$ cat src/inc/pmmp_regs.vh
// constants for the mii phy port and its management responder
`ifndef PMMP_REGS_VH
`define PMMP_REGS_VH
// apb register byte offsets
`define PMMP_CTRL_OFS 8'h00
`define PMMP_STAT_OFS 8'h04
// control register fields
`define PMMP_CTRL_SPEED 0
`define PMMP_CTRL_FDX 1
`define PMMP_CTRL_LINK 2
`define PMMP_CTRL_RESET 3'h0
// interface mode strap codes
`define PMMP_MODE_MII 3'h0
`define PMMP_MODE_B2B 3'h6
// line symbol kinds
`define PMMP_K_IDLE 3'h0
`define PMMP_K_DATA 3'h1
`define PMMP_K_PRE 3'h2
`define PMMP_K_SFD 3'h3
`define PMMP_K_EOF 3'h4
`define PMMP_K_JK 3'h5
`define PMMP_K_TR 3'h6
`define PMMP_K_ERR 3'h7
// management frame
`define PMMP_PRE_ONES 6'h20
`define PMMP_HDR_BITS 5'h0e
`define PMMP_DATA_BITS 5'h10
`define PMMP_OP_READ 2'h2
`define PMMP_OP_WRITE 2'h1
`define PMMP_START 2'h1
`define PMMP_REG_VENDOR 5'h16
`define PMMP_BCAST_BIT 9
`define PMMP_REG_STATUS 5'h01
`define PMMP_LINK_BIT 2
// first nibble of preamble in 100Mbps mode
`define PMMP_PRE_NIB 4'h5
`endif

$ cat src/rtl/pmmp_top.v
// mii phy nibble paths, clocks, carrier and collision, and management responder
//
// Local design decisions: the register offsets and the APB slave port.
`timescale 1ns/1ns
`include "pmmp_regs.vh"
module pmmp_top #(
  parameter HALF_10 = 4,
  parameter HALF_100 = 1
) (
  // system
  input wire CLK_SYS,
  input wire RESETN,
  // straps
  input wire [2:0] CONFIG_STRAP,
  input wire [2:0] NODE_ADDRESS_STRAP,
  input wire BROADCAST_DISABLE_STRAP,
  // mii toward mac
  output reg TXC,
  input wire TXEN,
  input wire [3:0] TXD,
  output reg RXC,
  output reg RXDV,
  output reg [3:0] RXD,
  output reg RXER,
  output reg CRS,
  output reg COL,
  // line side (decoded symbols in, nibbles out)
  input wire [2:0] LINE_KIND,
  input wire [3:0] LINE_DATA,
  output reg LINE_TX_EN,
  output reg [3:0] LINE_TX_DATA,
  output reg RXC_FROM_LINE,
  // management
  input wire MDC,
  input wire MDIO_IN,
  output reg MDIO_OUT,
  output reg MDIO_OEN,
  // apb
  input wire PSEL,
  input wire PENABLE,
  input wire PWRITE,
  input wire [7:0] PADDR,
  input wire [31:0] PWDATA,
  output reg [31:0] PRDATA,
  output reg PREADY,
  output reg PSLVERR
);

  localparam R_IDLE = 2'h0;
  localparam R_PRE = 2'h1;
  localparam R_FRM = 2'h2;
  localparam M_PRE = 2'h0;
  localparam M_HDR = 2'h1;
  localparam M_RD = 2'h2;
  localparam M_WR = 2'h3;

  // pin filter: a bit moves once stages two and three agree
  function [6:0] agree;
    input [6:0] s2;
    input [6:0] s3;
    input [6:0] held;
    begin
      agree = (~(s2 ^ s3) & s2) | ((s2 ^ s3) & held);
    end
  endfunction

  reg [6:0] sy1;
  reg [6:0] sy2;
  reg [6:0] sy3;
  reg [6:0] pin;
  reg [2:0] mode;
  reg [2:0] own_addr;
  reg bcast_strap;
  reg [2:0] ctrl;
  reg [7:0] div_cnt;
  reg [1:0] rx_st;
  reg mdc_d;
  reg [1:0] md_st;
  reg [5:0] pre_cnt;
  reg [4:0] bit_cnt;
  reg [13:0] hdr;
  reg [15:0] shreg;
  reg [15:0] mregs [0:31];
  integer i;

  wire b2b = (mode == `PMMP_MODE_B2B);
  wire speed100 = ctrl[`PMMP_CTRL_SPEED] | b2b;
  wire fdx = ctrl[`PMMP_CTRL_FDX];
  wire link = ctrl[`PMMP_CTRL_LINK];
  wire [7:0] half = speed100 ? HALF_100[7:0] : HALF_10[7:0];
  wire tick = (div_cnt >= half - 8'h01);
  wire t_rise = tick & ~TXC;
  wire t_fall = tick & TXC;
  wire p_txen = pin[6];
  wire [3:0] p_txd = pin[5:2];
  wire p_mdc = pin[1];
  wire p_mdio = pin[0];
  wire md_rise = p_mdc & ~mdc_d;
  wire bcast_on = ~bcast_strap & ~mregs[`PMMP_REG_VENDOR][`PMMP_BCAST_BIT];
  wire [13:0] hdr_n = {hdr[12:0], p_mdio};
  wire [4:0] phy_f = hdr_n[9:5];
  wire [4:0] reg_f = hdr_n[4:0];
  wire hit = (phy_f == {2'h0, own_addr}) | (phy_f == 5'h00 & bcast_on);
  wire [15:0] rd_word = (reg_f == `PMMP_REG_STATUS) ?
    (mregs[reg_f] | ({15'h0000, link} << `PMMP_LINK_BIT)) : mregs[reg_f];
  wire apb_acc = PSEL & PENABLE & PREADY;
  wire ofs_ok = (PADDR == `PMMP_CTRL_OFS) | (PADDR == `PMMP_STAT_OFS);

  // three-stage pin synchronisers; only stage two reads stage one
  always @(posedge CLK_SYS) begin
    if (!RESETN) begin
      sy1 <= 7'h00;
      sy2 <= 7'h00;
      sy3 <= 7'h00;
      pin <= 7'h00;
      mdc_d <= 1'b0;
    end else begin
      sy1 <= {TXEN, TXD, MDC, MDIO_IN};
      sy2 <= sy1;
      sy3 <= sy2;
      pin <= agree(sy2, sy3, pin);
      mdc_d <= p_mdc;
    end
  end

  // straps are caught every clock while reset is held, so the released value stays
  always @(posedge CLK_SYS) begin
    if (!RESETN) begin
      mode <= CONFIG_STRAP;
      own_addr <= NODE_ADDRESS_STRAP;
      bcast_strap <= BROADCAST_DISABLE_STRAP;
    end
  end

  // one divider makes both mii clocks; receive clock runs even when idle
  always @(posedge CLK_SYS) begin
    if (!RESETN) begin
      div_cnt <= 8'h00;
      TXC <= 1'b0;
      RXC <= 1'b0;
    end else if (tick) begin
      div_cnt <= 8'h00;
      TXC <= ~TXC;
      RXC <= ~RXC;
    end else begin
      div_cnt <= div_cnt + 8'h01;
    end
  end

  // receive clock source: line in 100M whenever linked, in 10M only with carrier
  always @(posedge CLK_SYS) begin
    if (!RESETN) begin
      RXC_FROM_LINE <= 1'b0;
    end else begin
      RXC_FROM_LINE <= link & (speed100 | CRS);
    end
  end

  // transmit nibbles taken at the transmit clock rising edge; data ignored while idle
  always @(posedge CLK_SYS) begin
    if (!RESETN) begin
      LINE_TX_EN <= 1'b0;
      LINE_TX_DATA <= 4'h0;
    end else if (t_rise) begin
      LINE_TX_EN <= p_txen;
      LINE_TX_DATA <= p_txen ? p_txd : 4'h0;
    end
  end

  // collision is re-evaluated every system clock, not on either mii clock
  always @(posedge CLK_SYS) begin
    if (!RESETN) begin
      COL <= 1'b0;
    end else begin
      COL <= ~fdx & LINE_TX_EN & CRS;
    end
  end

  // receive framing; outputs move on the falling receive edge so they are stable at rise
  always @(posedge CLK_SYS) begin
    if (!RESETN) begin
      rx_st <= R_IDLE;
      CRS <= 1'b0;
      RXDV <= 1'b0;
      RXD <= 4'h0;
      RXER <= 1'b0;
    end else if (t_fall) begin
      RXER <= 1'b0;
      if (!link) begin
        rx_st <= R_IDLE;
        CRS <= 1'b0;
        RXDV <= 1'b0;
        RXD <= 4'h0;
      end else begin
        case (rx_st)
          R_IDLE: begin
            if (speed100 && LINE_KIND == `PMMP_K_JK) begin
              rx_st <= R_FRM;
              CRS <= 1'b1;
              RXDV <= 1'b1;
              RXD <= `PMMP_PRE_NIB;
            end else if (!speed100 && LINE_KIND == `PMMP_K_PRE) begin
              rx_st <= R_PRE;
              CRS <= 1'b1;
            end
          end
          R_PRE: begin
            if (LINE_KIND == `PMMP_K_SFD) begin
              rx_st <= R_FRM;
              RXDV <= 1'b1;
              RXD <= LINE_DATA;
            end else if (LINE_KIND == `PMMP_K_EOF || LINE_KIND == `PMMP_K_IDLE) begin
              rx_st <= R_IDLE;
              CRS <= 1'b0;
            end
          end
          R_FRM: begin
            if ((!speed100 && LINE_KIND == `PMMP_K_EOF) ||
                (speed100 && (LINE_KIND == `PMMP_K_TR || LINE_KIND == `PMMP_K_IDLE))) begin
              rx_st <= R_IDLE;
              CRS <= 1'b0;
              RXDV <= 1'b0;
              RXD <= 4'h0;
            end else begin
              RXD <= LINE_DATA;
              RXER <= (LINE_KIND == `PMMP_K_ERR);
            end
          end
          default: begin
            rx_st <= R_IDLE;
          end
        endcase
      end
    end
  end

  // management responder, every step on a filtered rising management clock
  always @(posedge CLK_SYS) begin
    if (!RESETN) begin
      md_st <= M_PRE;
      pre_cnt <= 6'h00;
      bit_cnt <= 5'h00;
      hdr <= 14'h0000;
      shreg <= 16'h0000;
      MDIO_OUT <= 1'b0;
      MDIO_OEN <= 1'b1;
      for (i = 0; i < 32; i = i + 1) begin
        mregs[i] <= 16'h0000;
      end
    end else if (md_rise) begin
      case (md_st)
        M_PRE: begin
          if (p_mdio) begin
            if (pre_cnt != `PMMP_PRE_ONES) begin
              pre_cnt <= pre_cnt + 6'h01;
            end
          end else if (pre_cnt == `PMMP_PRE_ONES) begin
            md_st <= M_HDR;
            hdr <= 14'h0000;
            bit_cnt <= 5'h01;
          end else begin
            pre_cnt <= 6'h00;
          end
        end
        M_HDR: begin
          hdr <= hdr_n; // msb first
          bit_cnt <= bit_cnt + 5'h01;
          if (bit_cnt == `PMMP_HDR_BITS - 5'h01) begin
            bit_cnt <= 5'h00;
            pre_cnt <= 6'h00;
            md_st <= M_PRE;
            if (hdr_n[13:12] == `PMMP_START && hit) begin
              if (hdr_n[11:10] == `PMMP_OP_READ) begin
                // line stays released through the first turnaround bit
                md_st <= M_RD;
                shreg <= rd_word;
              end else if (hdr_n[11:10] == `PMMP_OP_WRITE) begin
                md_st <= M_WR;
              end
            end
          end
        end
        M_RD: begin
          bit_cnt <= bit_cnt + 5'h01;
          if (bit_cnt == 5'h00) begin
            // the controller lets go in the first turnaround bit, so take the line only now
            MDIO_OUT <= 1'b0;
            MDIO_OEN <= 1'b0;
          end else if (bit_cnt == `PMMP_DATA_BITS + 5'h01) begin
            MDIO_OUT <= 1'b0;
            MDIO_OEN <= 1'b1;
            md_st <= M_PRE;
            bit_cnt <= 5'h00;
          end else begin
            MDIO_OUT <= shreg[15];
            shreg <= {shreg[14:0], 1'b0};
          end
        end
        M_WR: begin
          // the two turnaround bits are counted but their value is not checked
          bit_cnt <= bit_cnt + 5'h01;
          shreg <= {shreg[14:0], p_mdio};
          if (bit_cnt == `PMMP_DATA_BITS + 5'h01) begin
            mregs[hdr[4:0]] <= {shreg[14:0], p_mdio};
            md_st <= M_PRE;
            bit_cnt <= 5'h00;
          end
        end
        default: begin
          md_st <= M_PRE;
        end
      endcase
    end
  end

  // apb slave: one wait state, write lands at the edge that sees pready high
  always @(posedge CLK_SYS) begin
    if (!RESETN) begin
      ctrl <= `PMMP_CTRL_RESET;
      PREADY <= 1'b0;
      PRDATA <= 32'h00000000;
      PSLVERR <= 1'b0;
    end else begin
      PREADY <= PSEL & PENABLE & ~PREADY;
      if (PSEL && PENABLE && !PREADY) begin
        PSLVERR <= ~ofs_ok;
        if (!PWRITE && PADDR == `PMMP_CTRL_OFS) begin
          PRDATA <= {29'h00000000, ctrl};
        end else if (!PWRITE && PADDR == `PMMP_STAT_OFS) begin
          PRDATA <= {20'h00000, RXC_FROM_LINE, COL, RXDV, CRS, b2b, bcast_strap, own_addr, mode};
        end else begin
          PRDATA <= 32'h00000000;
        end
      end else begin
        PSLVERR <= 1'b0;
      end
      if (apb_acc && PWRITE && PADDR == `PMMP_CTRL_OFS) begin
        ctrl <= PWDATA[2:0];
      end
    end
  end

endmodule // pmmp_top

$ cat config.mk
export PLATFORM = sky130hd
export DESIGN_NAME = pmmp_top
export DESIGN_NICKNAME = d
export VERILOG_FILES = /design/src/rtl/pmmp_top.v
export VERILOG_INCLUDE_DIRS = /design/src /design/src/inc
export SDC_FILE = /design/constraint.sdc
export NUM_CORES = 1
export LEC_CHECK = 0
export ABC_AREA = 1
export BUFFER_PORTS_ARGS = -buffer_cell sky130_fd_sc_hd__buf_2
export CAP_MARGIN = 40
export CORE_MARGIN = 1.5
export CORE_UTILIZATION = 40
export CTS_CLUSTER_SIZE = 10
export DETAILED_ROUTE_END_ITERATION = 7
export GPL_TIMING_DRIVEN = 0
export SKIP_CTS_REPAIR_TIMING = 1
export SYNTH_ARGS = -nofsm -noshare
export SYNTH_HDL_FRONTEND = slang
export SYNTH_SLANG_ARGS = --single-unit
$ cat constraint.sdc
create_clock -name CLK_SYS -period 4.2 [get_ports CLK_SYS]
set_clock_uncertainty 0.2 [all_clocks]
set_input_delay 0.21 -clock CLK_SYS [delete_from_list [all_inputs] [get_ports CLK_SYS]]
set_output_delay 0.21 -clock CLK_SYS [all_outputs]
set_load 0.005 [all_outputs]
==> Word-level counts from Yosys, hierarchy flattened <==
Memories as Yosys holds them, arrays and structs flattened.
Index checks and enable logic that the tools add are counted.
Widths: inputs -> output; s select.
{ "classes": {"n_addsub": 4, "n_mul": 0, "n_div": 0, "magnitude_cmp": 1, "n_eq_ne": 39, "shift": 0, "n_mux": 73, "bitwise_logic": 30, "reduce_logical": 40} }
{ "op_table": {"columns": ["op", "n"], "rows": [
  ["$mux 16", 7],
  ["$pmux 16 s3", 1],
  ["$mux 5", 6],
  ["$mux 2", 14],
  ["$mux 13", 2],
  ["$pmux 13 s2", 1],
  ["$mux 12", 2],
  ["$mux 6", 4],
  ["$mux 1", 23],
  ["$ne 3x3->1 const B", 7],
  ["$mux 4", 5],
  ["$pmux 5 s4", 1],
  ["$or 16x3->16", 1],
  ["$reduce_or 16->1", 1],
  ["$eq 3x3->1 const B", 5],
  ["$reduce_and 5->1", 3],
  ["$and 7x7->7", 2],
  ["$ne 2x2->1 const B", 7],
  ["$pmux 4 s3", 1],
  ["$pmux 6 s2", 1],
  ["$reduce_and 4->1", 3],
  ["$and 1x1->1", 11],
  ["$logic_and 1x1->1", 11],
  ["$logic_not 5->1", 2],
  ["other kinds (38)", 66]
]} }
{ "word_totals": {"register_bits": 143, "latchBits": 0, "ram_bits": 512, "rom_bits": 0, "inputBits": 66, "output_inout_bits": 52, "elab_cells": 219, "memories": 1} }
{ "mem_list": {"columns": ["memory", "depth", "word_bits", "read_ports", "rd_ports_with_merged_regs", "wr", "line_no", "rtl"], "rows": [
  ["mregs", 32, 16, 2, 0, 32, "pmmp_top.v:83", "reg [15:0] mregs [0:31];"]
]} }

==> Logic depth before layout (Yosys ltp) <==
An unclocked memory read counts as a cell.
{ "depth": {"ltp_word": 9, "ltp_mapped": 13, "ltp_nobuf": 12} }

==> Worst setup path before layout <==
OpenSTA, ideal clock, no wires.
{ "synth_path": {"kind": "register to register", "start": "register bit_cnt[1]", "end": "memory mregs[0][0] (enable)", "setup_time_ns": 0.372, "arrival_ns": 2.075, "required_time_ns": 3.628, "path_slack_ns": 1.553, "stages_incl_launch_ff": 10, "n_path_buf": 1, "period_less_slack_ns": 2.647, "path_cell_list": "dfxtp_1 -> inv_1 -> ha_1 -> nand3_1 -> nor4_4 -> inv_2 -> nor3_4 -> nand2_2 -> buf_2 -> nand2_1"} }
{ "synth_rtl": {"columns": ["item", "line_no", "rtl"], "rows": [
  ["start, declared", "pmmp_top.v:80", "reg [4:0] bit_cnt;"],
  ["start signal, assigned", "pmmp_top.v:267", "bit_cnt <= bit_cnt + 5'h01;"],
  ["start signal, assigned", "pmmp_top.v:284", "bit_cnt <= bit_cnt + 5'h01;"],
  ["start signal, assigned", "pmmp_top.v:301", "bit_cnt <= bit_cnt + 5'h01;"],
  ["end, declared", "pmmp_top.v:83", null]
]} }

==> results.md <==
- Slew @ Worst Pin: 0.984 ns
- Final setup violation count: 0
- R2R Path Start: bit_cnt[1]
- Drt total wl: 94,000 µm
- I/O Pins: about 120
- Placer Congestion: between 0.9 and 1
- Clock buffer depth: 3
- Antenna Cells: 0
- Worst r2r dst: mregs[19][11]
- Slew margin rel.: 0.344
- Mux contribution to synthesized area: 0
- Wire per inst: roughly 21 µm
- Main combinational cell family by area after synthesis: simple AND/OR/NAND/NOR gates
- Synth Register Bits: around 640
- Crit path max fanout: 16
- Endpoints failing hold: 4
- Async set-reset flop share out of synthesis: 0
- Status: finished with violations
- Synth Area in Compound Gates: 0.0519
- Hold Path Cell Cnt: 5
- Count leader, synth: nor2_1
- Top cells by area, synth: edfxtp_1 (54%), nor2_1 (11%), nand2_1 (9.4%)
- Die area: around 74,000 µm²
- Post-Synth Adder-Cell Area: 0.00520
- CTS tree: done
- Area grow syn2layout: 15.3%
- Critical Path End: mregs[19][11]
- First-pass GRT wire length: between 100,000 and 150,000 µm
- Fin area: approximately 33,000 µm²
- CP required: between 4 and 5 ns
- Drt pass-1 iters: 6
- Die height: between 200 and 300 µm
- Tcrit/Tclk final: 0.918
- Placed Cells incl. Taps: about 4,300
- Root Driver: clkbuf_16
- Hold WC Path Type: primary input to flip-flop
- Clk_lat worst skew: ~0.63 ns
- Grt total ovfl: 0
- Clock sinks: approximately 640
- Crit path arrival time: between 3 and 4 ns
- Reg clk slew, reported paths: approximately 0.050 ns
- TNS Setup: 0 ns
- WHS: -0.0415 ns
- Distinct cells, synth: 40
- R2R setup slack: 0.35 ns
- PwrDens: 408 nW/µm²
- Reg2Reg Depth: 9
- Site row count: approximately 100
- GRT Total Usage: 0.250
- Syn Inst Count: between 3,000 and 4,000
- Layout cell share with drive strength beyond 1: 0.0868
- Synth Area per Inst: 8.94 µm²
- Worst Slack Setup Final: roughly 0.35 ns
- RSZ-0062 raised after global routing: no
- Post-Synth Simple-Gate Area: 0.250
- Placeable Area: a little over 70,000 µm²
- EDFF count, synth: 519
- Final HPWL DP: between 60,000 and 70,000 µm
- CTS Buf Count: between 70 and 80
- Syn. warnings: 0
- CP Capture Type: flip-flop
- Initial antenna violation count: 0
- Top-area cell type share of the netlist area: 0.539
- Top FF cell, synth: edfxtp_1
- Worst slack, placed: between 0.3 and 0.4 ns
- Setup crit start kind: flip-flop
- DIE WIDTH: ~270 µm
- Buffers on Ports: approximately 70
- Max cap viols: 0
- Final std cells w/o fill: 4,451
- Vias in the first global route: roughly 21,000
- Violated checks: hold timing
- Total Nets Final: 3,537
- Routed Antenna Nets: 0
- Maximum operating frequency: 0.259 GHz
- Peak supply drop: ~0.32 mV
- Critical path origin: bit_cnt[1]
- Via count: ~23,000
- Minimum clock period: about 3.9 ns
- XOR/XNOR Fraction of Synth Area: 0.000606
- Crit Path Class: flip-flop to flip-flop
- # DRC: 0
- Yosys top cell by area: edfxtp_1
- Final Max Slew Viols: 0
- Routed vias/inst: roughly 5.2
- Initial DRC count: 2,848
- Most frequent cells after synthesis: nor2_1 (817), nand2_1 (726), edfxtp_1 (519)
- Mapped Area: between 20,000 and 30,000 µm²
- DP Area: approximately 31,000 µm²
- Sequential share of the synthesized area: 0.620
- Pin count of the biggest net entering global routing: 17
- Leak: ~13 nW
- Initial core utilization: 0.404
- # H-tree levels: 3
power by group:
group          total (mW)  switching [mW]  internal (mW)  leakage, nW
clock network        5.96            2.55           3.41         1.04
logic               0.480           0.331          0.149         5.99
registers            7.15          0.0781           7.07         5.87
through the flow:
stage	power (mW)	utilization
final	13.6	0.466
after global routing	13.9	0.466
after CTS	13.6	0.460
after detailed placement	7.72	0.430
after global placement	7.70	0.427
after floorplan	7.54	-
layout make-up:
type | count | area [µm²]
fill | 6813 | 38200
sequential | 635 | 17900
multi-input combinational | 2093 | 8980
clock buffer | 110 | 2080
tap | 950 | 1190
inverter | 311 | 1170
timing repair buffer | 128 | 995
buffer | 215 | 931
clock inverter | 9 | 75.1
routing by layer:
metal | global-route usage | part of all wire | up-vias
li1 | - | - | 10784
met1 | 0.345 | 0.41 | 11010
met2 | 0.383 | 0.44 | 1143
met3 | 0.0476 | 0.093 | 232
met4 | 0.112 | 0.049 | 0
met5 | 0 | 0 | -
cell families (layout without fill, tap and decap cells):
kind of cell,after synthesis,count (layout)
fa+ha+maj,12,12
other cells,1,25
flops,635,635
compound gates,257,257
xor+xnor,2,2
buf+inv,526,773
simple gates,1797,1797
worst min-delay path by stage:
stage / startpoint / endpoint / slack, ns
2_1_floorplan: MDIO_IN / sy1[0] / 0.11
3_3_place_gp: NODE_ADDRESS_STRAP[1] / own_addr[1] / 0.19
3_5_place_dp: NODE_ADDRESS_STRAP[1] / own_addr[1] / 0.19
4_1_cts: NODE_ADDRESS_STRAP[1] / own_addr[1] / -0.46
5_1_grt: PADDR[2] / PRDATA[5] / 0.0002
6_report: PADDR[2] / PRDATA[5] / -0.04
critical path, cell delays in order (launching register included):
cell and delay (ns):
dfxtp_1 0.31, inv_1 0.11, ha_1 0.18, nand3_1 0.21, nor4_4 0.41, inv_2 0.19
nor2_2 0.55, nand2_2 0.33, buf_2 0.31, nand2_1 0.66
sequential cells by signal (all words and copies together), names as in the netlist, 2 cells and up, named ones only:
register and cells:
shreg 16, LINE_TX_DATA 4, pre_cnt 6, own_addr 3, sy2 7, mode 3, mregs 512, sy1 7
bit_cnt 5, div_cnt 8, rx_st 2, PRDATA 12, ctrl 3, md_st 2, sy3 7, RXD 4
hdr 13
cell usage in the layout, fill, tap and decap left out, types with 12 or more instances in the layout:
| cell | instances |
|---|---|
| ha_1 | 12 |
| buf_1 | 13 |
| nand2_2 | 27 |
| edfxtp_1 | 519 |
| dfxtp_1 | 116 |
| inv_1 | 299 |
| nor2_1 | 817 |
| o21ai_0 | 98 |
| or2_2 | 31 |
| nand2_1 | 726 |
| clkbuf_1 | 175 |
| nor3_1 | 28 |
| clkinv_1 | 12 |
| clkbuf_16 | 77 |
| a21oi_1 | 75 |
| dlygate4sd3_1 | 41 |
| buf_2 | 104 |
| buf_4 | 21 |
| nand3_1 | 146 |
| conb_1 | 25 |
| o211ai_1 | 72 |
(Power assumes the default switching activity.)
